<file path="config.mk">
export PLATFORM = sky130hd
export DESIGN_NAME = smm_device_flat
export DESIGN_NICKNAME = d
export VERILOG_FILES = /design/src/smm_pkg.sv /design/src/smm_spi_if.sv /design/src/smm_device.sv /design/src/flat_wrapper.sv
export VERILOG_INCLUDE_DIRS = /design/src
export SDC_FILE = /design/constraint.sdc
export NUM_CORES = 1
export LEC_CHECK = 0
export BUFFER_PORTS_ARGS = -buffer_cell sky130_fd_sc_hd__buf_2
export CELL_PAD_IN_SITES_DETAIL_PLACEMENT = 1
export CELL_PAD_IN_SITES_GLOBAL_PLACEMENT = 1
export CORE_UTILIZATION = 35
export CTS_CLUSTER_SIZE = 28
export DETAILED_ROUTE_END_ITERATION = 10
export GPL_TIMING_DRIVEN = 0
export PLACE_DENSITY_LB_ADDON = 0.1
export SYNTH_ARGS = -nofsm -noshare
export SYNTH_HDL_FRONTEND = slang
export SYNTH_SLANG_ARGS = --single-unit
</file>
<file path="constraint.sdc">
create_clock -name CORE_CLK -period 3.58 [get_ports CORE_CLK]
set_input_delay 0.358 -clock CORE_CLK [delete_from_list [all_inputs] [get_ports CORE_CLK]]
set_output_delay 0.358 -clock CORE_CLK [all_outputs]
set_load 0.005 [all_outputs]
</file>
<file path="src/smm_defines.svh">
// Summary of operation
// - Master sends mode 2 request code
// - Bit 13 makes every word odd parity
// - Clear bit zeroes selected channel duration
// - Bits 9..7 select channel, binary
// - Mode 2 response echoes stored channel
// - Mode 2 low bits carry duration count
// - Mode 2 response header, bit 12 zero
// - Master sends mode 3 request code
// - Selector picks current or gate status
// - Mode 3 response carries reset flag
// - Gate status is pin OR latch
// - Current flags in bits 7..0
// - Reset flag reads 0, then 1
// - Gate status bits 3..0, upper zero
// - Current flags sampled at select fall
// - Latch starts after 16 us high pulse
`ifndef SMM_DEFINES_SVH
`define SMM_DEFINES_SVH
`define SMM_W 16
`define SMM_PAR_BIT 13
`define SMM_CLEAR_BIT 12
`define SMM_CHAN_HI 9
`define SMM_CHAN_LO 7
`define SMM_TYPE_BIT 9
`define SMM_MON2_MASK 16'hCC00
`define SMM_MON2_CODE 16'hC400
`define SMM_MON3_MASK 16'hDC00
`define SMM_MON3_CODE 16'hC800
`define SMM_IDLE_RESP 16'h0000
`define SMM_NCHAN 8
`define SMM_NGATE 4
`define SMM_DUR_W 7
`define SMM_CLK_NS 20
`define SMM_TICK_NS 25000
`define SMM_TICK_CYC ((`SMM_TICK_NS) / (`SMM_CLK_NS))
`define SMM_TICK_W 11
`define SMM_MIN_HI_NS 16000
`define SMM_MIN_HI_CYC ((`SMM_MIN_HI_NS + `SMM_CLK_NS - 1) / `SMM_CLK_NS)
`define SMM_HI_W 10
`define SMM_LATCH_UNIT_MS 128
`define SMM_LATCH_W 25
`define SMM_BITS_FULL 5'h10
`define SMM_HALF_DEF 5
`define SMM_DIV_W 8
`define SMM_A_CMD 32'h00000000
`define SMM_A_RESP 32'h00000004
`define SMM_A_STAT 32'h00000008
`define SMM_A_ISTAT 32'h0000000C
`define SMM_A_IMASK 32'h00000010
`define SMM_IRQ_DONE 0
`define SMM_IRQ_PERR 1
`define SMM_IRQ_W 2
`endif

</file>
<file path="src/smm_pkg.sv">
`include "smm_defines.svh"
package smm_pkg;
  typedef enum logic [1:0] {
    SMM_KIND_NONE = 2'b00,
    SMM_KIND_MON2 = 2'b01,
    SMM_KIND_MON3 = 2'b10
  } smm_kind_t;

  typedef enum logic [2:0] {
    SMM_IDLE = 3'b000,
    SMM_LEAD = 3'b001,
    SMM_HIGH = 3'b010,
    SMM_LOW = 3'b011,
    SMM_TAIL = 3'b100,
    SMM_GAP = 3'b101
  } smm_fsm_t;

  typedef struct packed {
    logic sclk_q;
    logic cs_q;
    logic [`SMM_W-1:0] shin;
    logic [`SMM_W-1:0] shout;
    logic [4:0] bitcnt;
    logic miso;
    smm_kind_t kind;
    logic [2:0] chan;
    logic type_sel;
    logic por_flag;
    logic [`SMM_NCHAN-1:0] cur_prev;
    logic [`SMM_NCHAN-1:0][`SMM_DUR_W-1:0] dur;
    logic [`SMM_TICK_W-1:0] tick;
    logic [`SMM_NGATE-1:0] gin_q;
    logic [`SMM_NGATE-1:0][`SMM_HI_W-1:0] hi_cnt;
    logic [`SMM_NGATE-1:0][`SMM_LATCH_W-1:0] latch;
    logic [`SMM_NGATE-1:0] gate;
  } smm_dev_t;

  typedef struct packed {
    smm_fsm_t fsm;
    logic [`SMM_DIV_W-1:0] div;
    logic [3:0] bitcnt;
    logic [`SMM_W-1:0] tx;
    logic [`SMM_W-1:0] rx;
    logic [`SMM_W-1:0] cmd;
    logic [`SMM_W-1:0] resp;
    logic sclk;
    logic cs_n;
    logic mosi;
    logic [`SMM_IRQ_W-1:0] istat;
    logic [`SMM_IRQ_W-1:0] imask;
    logic pready;
    logic pslverr;
    logic [31:0] prdata;
    logic irq;
  } smm_host_t;
endpackage : smm_pkg

</file>
<file path="src/smm_spi_if.sv">
`timescale 1ns/1ps
interface smm_spi_if;
  logic sclk;
  logic cs_n;
  logic mosi;
  logic miso;
  modport dev (input sclk, input cs_n, input mosi, output miso);
  modport ctl (output sclk, output cs_n, output mosi, input miso);
endinterface : smm_spi_if

</file>
<file path="src/smm_device.sv">
`timescale 1ns/1ps
`include "smm_defines.svh"
module smm_device #(
  parameter int LATCH_UNIT_CYC = `SMM_LATCH_UNIT_MS * 1000000 / `SMM_CLK_NS
) (
  input logic CORE_CLK,
  input logic SYS_RST,
  smm_spi_if.dev spi,
  input logic [`SMM_NCHAN-1:0] CURRENT_FLAG,
  input logic [`SMM_NGATE-1:0] FIRE_GATE_INPUT,
  input logic [2*`SMM_NGATE-1:0] LATCH_SEL,
  output logic [`SMM_NGATE-1:0] FIRE_GATE
);
  localparam logic [`SMM_TICK_W-1:0] TICK_LAST = `SMM_TICK_W'(`SMM_TICK_CYC - 1);
  localparam logic [`SMM_HI_W-1:0] HI_MIN = `SMM_HI_W'(`SMM_MIN_HI_CYC);
  localparam logic [`SMM_LATCH_W-1:0] UNIT1 = `SMM_LATCH_W'(LATCH_UNIT_CYC);
  localparam logic [`SMM_LATCH_W-1:0] UNIT2 = `SMM_LATCH_W'(2 * LATCH_UNIT_CYC);
  localparam logic [`SMM_LATCH_W-1:0] UNIT4 = `SMM_LATCH_W'(4 * LATCH_UNIT_CYC);

  smm_pkg::smm_dev_t s_r;
  smm_pkg::smm_dev_t s_nxt;
  logic [`SMM_W-1:0] resp;
  logic [7:0] status_bits;
  logic rise;
  logic fall;
  logic cs_fall;
  logic cs_rise;
  logic tick_hit;
  logic cmd_ok;
  logic [2:0] cmd_chan;

  // Latch length for the programmed code 0, 1, 2, 3
  function automatic logic [`SMM_LATCH_W-1:0] latch_len(input logic [1:0] sel);
    logic [`SMM_LATCH_W-1:0] len;
    case (sel)
      2'h0: len = '0;
      2'h1: len = UNIT1;
      2'h2: len = UNIT2;
      default: len = UNIT4;
    endcase
    return len;
  endfunction : latch_len

  always_comb begin
    s_nxt = s_r;
    resp = `SMM_IDLE_RESP;
    status_bits = 8'h00;
    rise = spi.sclk & ~s_r.sclk_q;
    fall = ~spi.sclk & s_r.sclk_q;
    cs_fall = ~spi.cs_n & s_r.cs_q;
    cs_rise = spi.cs_n & ~s_r.cs_q;
    tick_hit = (s_r.tick == TICK_LAST);
    cmd_ok = 1'b0;
    cmd_chan = s_r.shin[`SMM_CHAN_HI:`SMM_CHAN_LO];
    s_nxt.sclk_q = spi.sclk;
    s_nxt.cs_q = spi.cs_n;

    // Duration time base, one step per 25 us
    if (tick_hit) begin
      s_nxt.tick = '0;
    end else begin
      s_nxt.tick = s_r.tick + `SMM_TICK_W'(1);
    end

    // Per-channel duration while current is above threshold
    for (int c = 0; c < `SMM_NCHAN; c++) begin
      if (CURRENT_FLAG[c] && !s_r.cur_prev[c]) begin
        s_nxt.dur[c] = '0;
      end else if (CURRENT_FLAG[c] && tick_hit && (s_r.dur[c] != '1)) begin
        s_nxt.dur[c] = s_r.dur[c] + `SMM_DUR_W'(1);
      end
    end
    s_nxt.cur_prev = CURRENT_FLAG;

    // Fire gate high-time check and latch timers
    for (int g = 0; g < `SMM_NGATE; g++) begin
      if (FIRE_GATE_INPUT[g]) begin
        if (s_r.hi_cnt[g] != HI_MIN) begin
          s_nxt.hi_cnt[g] = s_r.hi_cnt[g] + `SMM_HI_W'(1);
        end
      end else begin
        s_nxt.hi_cnt[g] = '0;
      end
      if (s_r.gin_q[g] && !FIRE_GATE_INPUT[g] && (s_r.hi_cnt[g] >= HI_MIN)) begin
        s_nxt.latch[g] = latch_len(LATCH_SEL[2*g +: 2]);
      end else if (s_r.latch[g] != '0) begin
        s_nxt.latch[g] = s_r.latch[g] - `SMM_LATCH_W'(1);
      end
      s_nxt.gate[g] = FIRE_GATE_INPUT[g] | (s_nxt.latch[g] != '0);
    end
    s_nxt.gin_q = FIRE_GATE_INPUT;

    // Frame start: build the answer to the last accepted command
    if (cs_fall) begin
      s_nxt.bitcnt = '0;
      if (s_r.type_sel) begin
        status_bits = {4'h0, s_r.gate};
      end else begin
        status_bits = CURRENT_FLAG;
      end
      case (s_r.kind)
        smm_pkg::SMM_KIND_MON2: begin
          resp = `SMM_MON2_CODE | {6'h00, s_r.chan, s_r.dur[s_r.chan]};
        end
        smm_pkg::SMM_KIND_MON3: begin
          resp = `SMM_MON3_CODE | {6'h00, s_r.type_sel, s_r.por_flag, status_bits};
          s_nxt.por_flag = 1'b1;
        end
        default: begin
          resp = `SMM_IDLE_RESP;
        end
      endcase
      resp[`SMM_PAR_BIT] = ~^resp;
      s_nxt.shout = resp;
      s_nxt.miso = resp[`SMM_W-1];
    end else if (!spi.cs_n) begin
      if (rise) begin
        s_nxt.shin = {s_r.shin[`SMM_W-2:0], spi.mosi};
        if (s_r.bitcnt != '1) begin
          s_nxt.bitcnt = s_r.bitcnt + 5'h01;
        end
      end
      if (fall) begin
        s_nxt.shout = {s_r.shout[`SMM_W-2:0], 1'b0};
        s_nxt.miso = s_r.shout[`SMM_W-2];
      end
    end

    // Frame end: decode only full frames with odd parity
    if (cs_rise && (s_r.bitcnt == `SMM_BITS_FULL)) begin
      cmd_ok = ^s_r.shin;
    end
    if (cmd_ok) begin
      if ((s_r.shin & `SMM_MON2_MASK) == `SMM_MON2_CODE) begin
        s_nxt.kind = smm_pkg::SMM_KIND_MON2;
        s_nxt.chan = cmd_chan;
        if (s_r.shin[`SMM_CLEAR_BIT]) begin
          s_nxt.dur[cmd_chan] = '0;
        end
      end else if ((s_r.shin & `SMM_MON3_MASK) == `SMM_MON3_CODE) begin
        s_nxt.kind = smm_pkg::SMM_KIND_MON3;
        s_nxt.type_sel = s_r.shin[`SMM_TYPE_BIT];
      end else begin
        s_nxt.kind = smm_pkg::SMM_KIND_NONE;
      end
    end
  end

  always_ff @(posedge CORE_CLK) begin
    if (SYS_RST) begin
      s_r <= '0;
      s_r.cs_q <= 1'b1;
    end else begin
      s_r <= s_nxt;
    end
  end

  assign spi.miso = s_r.miso;
  assign FIRE_GATE = s_r.gate;
endmodule : smm_device

</file>
<file path="src/flat_wrapper.sv">
// flat-port wrapper written by rule: the top's interface ports become plain ports
module smm_device_flat 
#(
  parameter int LATCH_UNIT_CYC = `SMM_LATCH_UNIT_MS * 1000000 / `SMM_CLK_NS
)
  (CORE_CLK, SYS_RST, CURRENT_FLAG, FIRE_GATE_INPUT, LATCH_SEL, FIRE_GATE, spi_sclk, spi_cs_n, spi_mosi, spi_miso);
  smm_spi_if spi_i ();
  input logic CORE_CLK;
  input logic SYS_RST;
  input logic [`SMM_NCHAN-1:0] CURRENT_FLAG;
  input logic [`SMM_NGATE-1:0] FIRE_GATE_INPUT;
  input logic [2*`SMM_NGATE-1:0] LATCH_SEL;
  output logic [`SMM_NGATE-1:0] FIRE_GATE;
  input wire logic [$bits(spi_i.sclk)-1:0] spi_sclk;
  input wire logic [$bits(spi_i.cs_n)-1:0] spi_cs_n;
  input wire logic [$bits(spi_i.mosi)-1:0] spi_mosi;
  output wire logic [$bits(spi_i.miso)-1:0] spi_miso;
  assign spi_i.sclk = spi_sclk;
  assign spi_i.cs_n = spi_cs_n;
  assign spi_i.mosi = spi_mosi;
  assign spi_miso = spi_i.miso;
  smm_device #(.LATCH_UNIT_CYC(LATCH_UNIT_CYC)) u_core (.CORE_CLK(CORE_CLK), .SYS_RST(SYS_RST), .spi(spi_i), .CURRENT_FLAG(CURRENT_FLAG), .FIRE_GATE_INPUT(FIRE_GATE_INPUT), .LATCH_SEL(LATCH_SEL), .FIRE_GATE(FIRE_GATE));
endmodule
</file>
==> flow_summary.toml, run 1 <==
[critical_path]
reg2reg_from = "u_core.s_r[79]"
worstPathRequired_ps = 3960
start_kind = "flop"
ff2ff_setup_slack_ps = 200
r2r_cells = 11
criticalPathCategory = "reg2reg"
endpoint_kind = "flop"
cp_max_fo = 10
arrival_ps = 3750
reg2reg_to = "u_core.FIRE_GATE[3]"

[die]
die_h_um = 200
core_um2 = 38700
start_util = 0.355
ioPinCount = 30
std_cell_rows = 72
dieWidth_um = 200
die_area_um2 = 40100

[min_path]
whs_endpoint = "u_core.s_r[252]"
hp-class = "in2reg"
holdPathStages = 3
hp-start = "spi_mosi"

[timing]
timing.fmax_mhz = 296
rsz0062_at_grt = "no"
slew_violations = 0
maxSlewHeadroom = 0.260
setup_viol = 0
skew_ps = 21.1
fin_crit_sh = 0.943
finalHoldViolations = 0
fin_ws_ps = 205
worst_pin_slew_ps = 1090
fin_tns_setup_ps = 0
timing.final.crit_period_ps = 3380

[clock_tree]
cts-hold-fix-buffers = 0
cts-root-buf = "clkbuf_16"
clkLatencyLatePin_ps = 540
clkSinkCount = 269
clkTransAtPathRegs_ps = 60
cts_buffer_depth = 3
cts_max_level = 2
tritoncts = "done"
numCtsBuffers = 35

[power_and_ir_drop]
p_sw_frac = 0.390
combPwrFrac = 0.407
ir_drop_uv = 423
powerDensity_nw_per_um2 = 798
p_leak_nw = 5.79
internal-power_mw = 7.65
clockPowerShare = 0.277
seqPwrFrac = 0.315
power.switching_mw = 4.88

[detailed_routing]
vias = 11700
vias_per_cell = 5.21
wl_per_cell_um = 17.1
dr.pass1.iters = 4
route.detailed.drc = 0
wirelength_um = 38400
ant_nets = 0
drt_iter0_drc = 454

[synthesis]
synth_flop_cell = "dfxtp_1"
synth_cells = 1639
synthDistinctLibCells = 72
synth_area_um2 = 13800
ys_warn_count = 0
synth_nets = 1711
ys_top_cells_by_area = "dfxtp_1 39%, nor2_1 6.7%, xor2_1 5.7%, xnor2_1 4.5%, ha_1 4.3%"
ys_seq_elements = 269
synth_edf_count = 0
synth_top_cells_by_count = "269 x dfxtp_1, 245 x nor2_1, 139 x nand2_1, 90 x xor2_1, 89 x a21oi_1"
syn_area_per_cell_um2 = 8.40
yosysTopAreaCell = "dfxtp_1"
yosysSeqAreaShare = 0.391
synth_most_common_cell = "dfxtp_1"
yosysTopAreaCellShare = 0.391
async_flop_share = 0

[status]
status = "completed"

[placement]
dp_hpwl_um = 28100
post_dp_cell_area_um2 = 14600
dp.cells = 2185
place_ws_ps = 33.3
place.gp.congestion = 0.810
port_buffers = 28

[finish]
fillers = 4696
area_growth_pct = 14.1
design_area_um2 = 15700
finalNetCount = 1776
register_area_um2 = 5390
multi_input_area_um2 = 7930
antenna_cells = 0
layout.cells.non_filler = 2248
final_util = 0.405
drive_gt1_frac = 0.0827

[global_route]
grt-ovfl-total = 0
antenna_found_initial = 2
grt.total_usage = 0.193
grt_max_degree = 12
grt_pass1_vias = 11900
grt_pass1_wl_um = 63000

[job]
cap_violations = 0
[cells in the final DEF (no fill, tap or decap), types with 17 or more instances in the layout]
master	n
dfxtp_1	269
nor2_1	245
nand2_1	139
xor2_1	90
a21oi_1	89
nor3_1	81
xnor2_1	70
clkbuf_1	64
inv_1	55
nor2b_1	48
ha_1	47
nand3_1	43
o21ai_0	39
clkbuf_16	36
buf_2	32
nor4_1	31
mux2i_1	30
nand4_1	26
or3_1	23
and3_1	20
nand2b_1	20
a31oi_1	20
or4_1	20
or2_2	17
a211oi_1	17
[stage by stage]
step	total power [mW]	hold WS, ps
floorplan	7.79	432
global placement	8.97	442
detailed placement	9.03	453
CTS	12.6	72.4
global route	13.5	92.5
finish	12.5	103
[area by class of cell]
class | instances | share of cell area
Buffer | 64 | 0.0170
Clock buffer | 53 | 0.0646
Clock inverter | 10 | 0.00733
Inverter | 55 | 0.0131
Multi-Input combinational cell | 1251 | 0.505
Sequential cell | 269 | 0.343
Tap cell | 518 | 0.0413
Timing Repair Buffer | 28 | 0.00892
[power by group through the flow]
| stage | clock (mW) | combinational, mW | sequential [mW] |
|---|---|---|---|
| 3_3_place_gp | 0 | 4.98 | 3.99 |
| 2_1_floorplan | 0 | 3.91 | 3.87 |
| 3_5_place_dp | 0 | 5.03 | 4.00 |
| 5_1_grt | 3.72 | 5.74 | 4.03 |
| 4_1_cts | 3.60 | 5.08 | 3.95 |
| 6_report | 3.47 | 5.10 | 3.95 |
[sequential cells by signal, indices dropped and copies added (netlist names)]
| signal | count |
|---|---|
| u_core.s_r | 261 |
| u_core.FIRE_GATE | 4 |
| u_core.cmd_chan | 3 |
| u_core.spi.miso | 1 |
[worst max-delay path, stage by stage, from the launching register on]
cell and delay (ps):
dfxtp_1 340, inv_1 70, ha_1 250, or4b_4 540, or4_4 470, buf_6 170
nor4_4 480, nor2_2 70, o21ai_1 160, nand4_1 130, nor4bb_2 370, a41oi_1 160
[worst max path at each step]
stage / startpoint / end / slack [ps] / cells past startpoint
global route: u_core.s_r[150] / u_core.s_r[185] / 30 / 9
floorplan: u_core.s_r[79] / u_core.FIRE_GATE[3] / 660 / 11
global placement: u_core.s_r[79] / u_core.FIRE_GATE[3] / 70 / 11
detailed placement: u_core.s_r[79] / u_core.FIRE_GATE[3] / 30 / 11
finish: u_core.s_r[79] / u_core.FIRE_GATE[3] / 200 / 11
CTS: u_core.s_r[79] / u_core.FIRE_GATE[3] / 20 / 11
[what timing repair did]
item / in CTS / in global routing
buffers inserted: 0 / 0
endpoints found under the setup margin: 0 / 1
resized for setup: 0 / 3
[per-layer routing]
metal	vias up	part of all wire	GRT usage
met5	-	0.00021	0
met4	2	0.021	0.0523
met3	63	0.031	0.0335
met2	108	0.45	0.314
met1	5657	0.50	0.263
li1	5871	-	-
[kinds of logic after synthesis]
family                   synth area share
buffers and inverters              0.0345
XOR/XNOR                            0.105
flip-flops                          0.391
AND/OR/NAND/NOR                     0.276
adder cells (fa/ha/maj)            0.0427
multiplexers                       0.0423
AO/OA/AOI/OAI                       0.108
No activity file was read; power rests on OpenSTA's default activity.
==> inputs of run 2 (changes only) <==
Settings changed: CORE_MARGIN set to 10, MAX_ROUTING_LAYER set to met4.
==> run 2 against run 1 <==
- clock power grew 4%
- sequential cell count is the same
- global-route usage shrank 2.5 points
- core utilization is 0.11 points higher
- sequential share of layout area is 0.095 points lower
- non-clock buffer count rose by 1
- power grew 1.4%
- design area increased by 0.28%
- count of clock-buffer cells in the layout unchanged
- die area grew 19%
- register-to-register slack better by 20 ps
- first-iteration DRC count up 28%
- critical endpoint unchanged
==> flow_summary.toml, run 2 (same netlist as run 1, synthesis figures left out) <==
[finish]
area_growth_pct = 14.4
largest_reg_flops = 261
fillers = 4675
finalNetCount = 1777
layout_common_cells = "269 x dfxtp_1, 245 x nor2_1, 139 x nand2_1"
final_util = 0.407
drive_gt1_frac = 0.0832
final_common_cell = "dfxtp_1"
top_register = "u_core.s_r"
layout.cells.non_filler = 2249

[critical_path]
arrival_ps = 3720
criticalPathCategory = "reg2reg"
start_kind = "flop"
endpoint_kind = "flop"
ff2ff_setup_slack_ps = 220
reg2reg_from = "u_core.s_r[79]"
reg2reg_to = "u_core.FIRE_GATE[3]"
r2r_cells = 11
worstPathRequired_ps = 3940
cp_max_fo = 10

[timing]
skew_ps = 8.95
fin_crit_sh = 0.938
timing.fmax_mhz = 298
maxSlewHeadroom = 0.229
slew_violations = 0
rsz0062_at_grt = "no"
worst_pin_slew_ps = 1140
fin_tns_setup_ps = 0
setup_viol = 0
timing.final.crit_period_ps = 3360
fin_ws_ps = 222
finalHoldViolations = 0

[detailed_routing]
wl_per_cell_um = 17.4
route.detailed.drc = 0
wirelength_um = 39200
vias_per_cell = 5.27
ant_nets = 0
drt_iter0_drc = 581
dr.pass1.iters = 5
vias = 11900

[power_and_ir_drop]
ir_drop_uv = 383
p_leak_nw = 5.82
powerDensity_nw_per_um2 = 806
finalPower_mw = 12.7

[placement]
dp.cells = 2186
place.gp.congestion = 0.821
port_buffers = 28
place_ws_ps = 34.1
dp_hpwl_um = 28900

[clock_tree]
cts_max_level = 2
numCtsBuffers = 35
clkSinkCount = 269
tritoncts = "done"
clkLatencyLatePin_ps = 530
cts-root-buf = "clkbuf_16"
clkTransAtPathRegs_ps = 60
cts_buffer_depth = 3

[min_path]
hp-start = "spi_mosi"
hp-class = "in2reg"
whs_endpoint = "u_core.s_r[252]"
holdPathStages = 3

[die]
die_area_um2 = 47700
ioPinCount = 30
dieWidth_um = 218
die_h_um = 218
start_util = 0.355
core_um2 = 38700
std_cell_rows = 72

[global_route]
antenna_found_initial = 1
grt_pass1_wl_um = 64000
grt-ovfl-total = 0
grt.total_usage = 0.168
grt_max_degree = 12
grt_pass1_vias = 12100

[job]
cap_violations = 0

[status]
status = "completed"
run 2: report_power, final:
group / switching [mW] / leakage (nW) / total [mW] / internal, mW
sequential: 0.496 / 2.19 / 3.96 / 3.46
combinational: 3.04 / 3.05 / 5.12 / 2.08
clock: 1.38 / 0.583 / 3.62 / 2.25
run 2: stage by stage:
stage	hold WS, ps	instance area (µm²)
global route	115	15700
CTS	84.0	15700
finish	99.8	15700
floorplan	432	13800
detailed placement	447	14600
global placement	443	14600
run 2: per-layer routing:
layer	track usage	part of all wire
met2	0.267	0.45
met3	0.0253	0.029
met1	0.217	0.49
met4	0.0548	0.026
met5	-	0
run 2: worst max path at each step:
| stage | cells after the start | end | start | slack [ps] |
|---|---|---|---|---|
| after global placement | 11 | u_core.FIRE_GATE[3] | u_core.s_r[79] | 60 |
| final | 11 | u_core.FIRE_GATE[3] | u_core.s_r[79] | 220 |
| after detailed placement | 11 | u_core.FIRE_GATE[3] | u_core.s_r[79] | 30 |
| after global routing | 11 | u_core.FIRE_GATE[3] | u_core.s_r[79] | 9 |
| after CTS | 11 | u_core.FIRE_GATE[3] | u_core.s_r[79] | 40 |
| after floorplan | 11 | u_core.FIRE_GATE[3] | u_core.s_r[79] | 660 |
run 2: timing repair:
item | CTS | global route
pin swaps | 0 | 0
buffers inserted | 0 | 0
endpoints found under the setup margin | 1 | 1
resized for setup | 1 | 2
hold buffers | 0 | 0
run 2: cell type report:
| type | instances | area (µm²) | area share |
|---|---|---|---|
| Antenna cell | 1 | 2.50 | 0.000159 |
| Buffer | 64 | 268 | 0.0170 |
| Clock buffer | 53 | 1060 | 0.0671 |
| Clock inverter | 9 | 120 | 0.00763 |
| Inverter | 55 | 206 | 0.0131 |
| Multi-Input combinational cell | 1251 | 7920 | 0.503 |
| Sequential cell | 269 | 5390 | 0.342 |
| Tap cell | 518 | 648 | 0.0412 |
| Timing Repair Buffer | 29 | 144 | 0.00914 |
run 2: critical path, cell delays in order (launching register included):
cell and delay, ps:
dfxtp_1 340, inv_1 60, ha_1 250, or4b_4 540, or4_4 470, buf_6 160
nor4_4 480, nor2_2 70, o21ai_1 140, nand4_1 130, nor4bb_2 370, a41oi_1 150
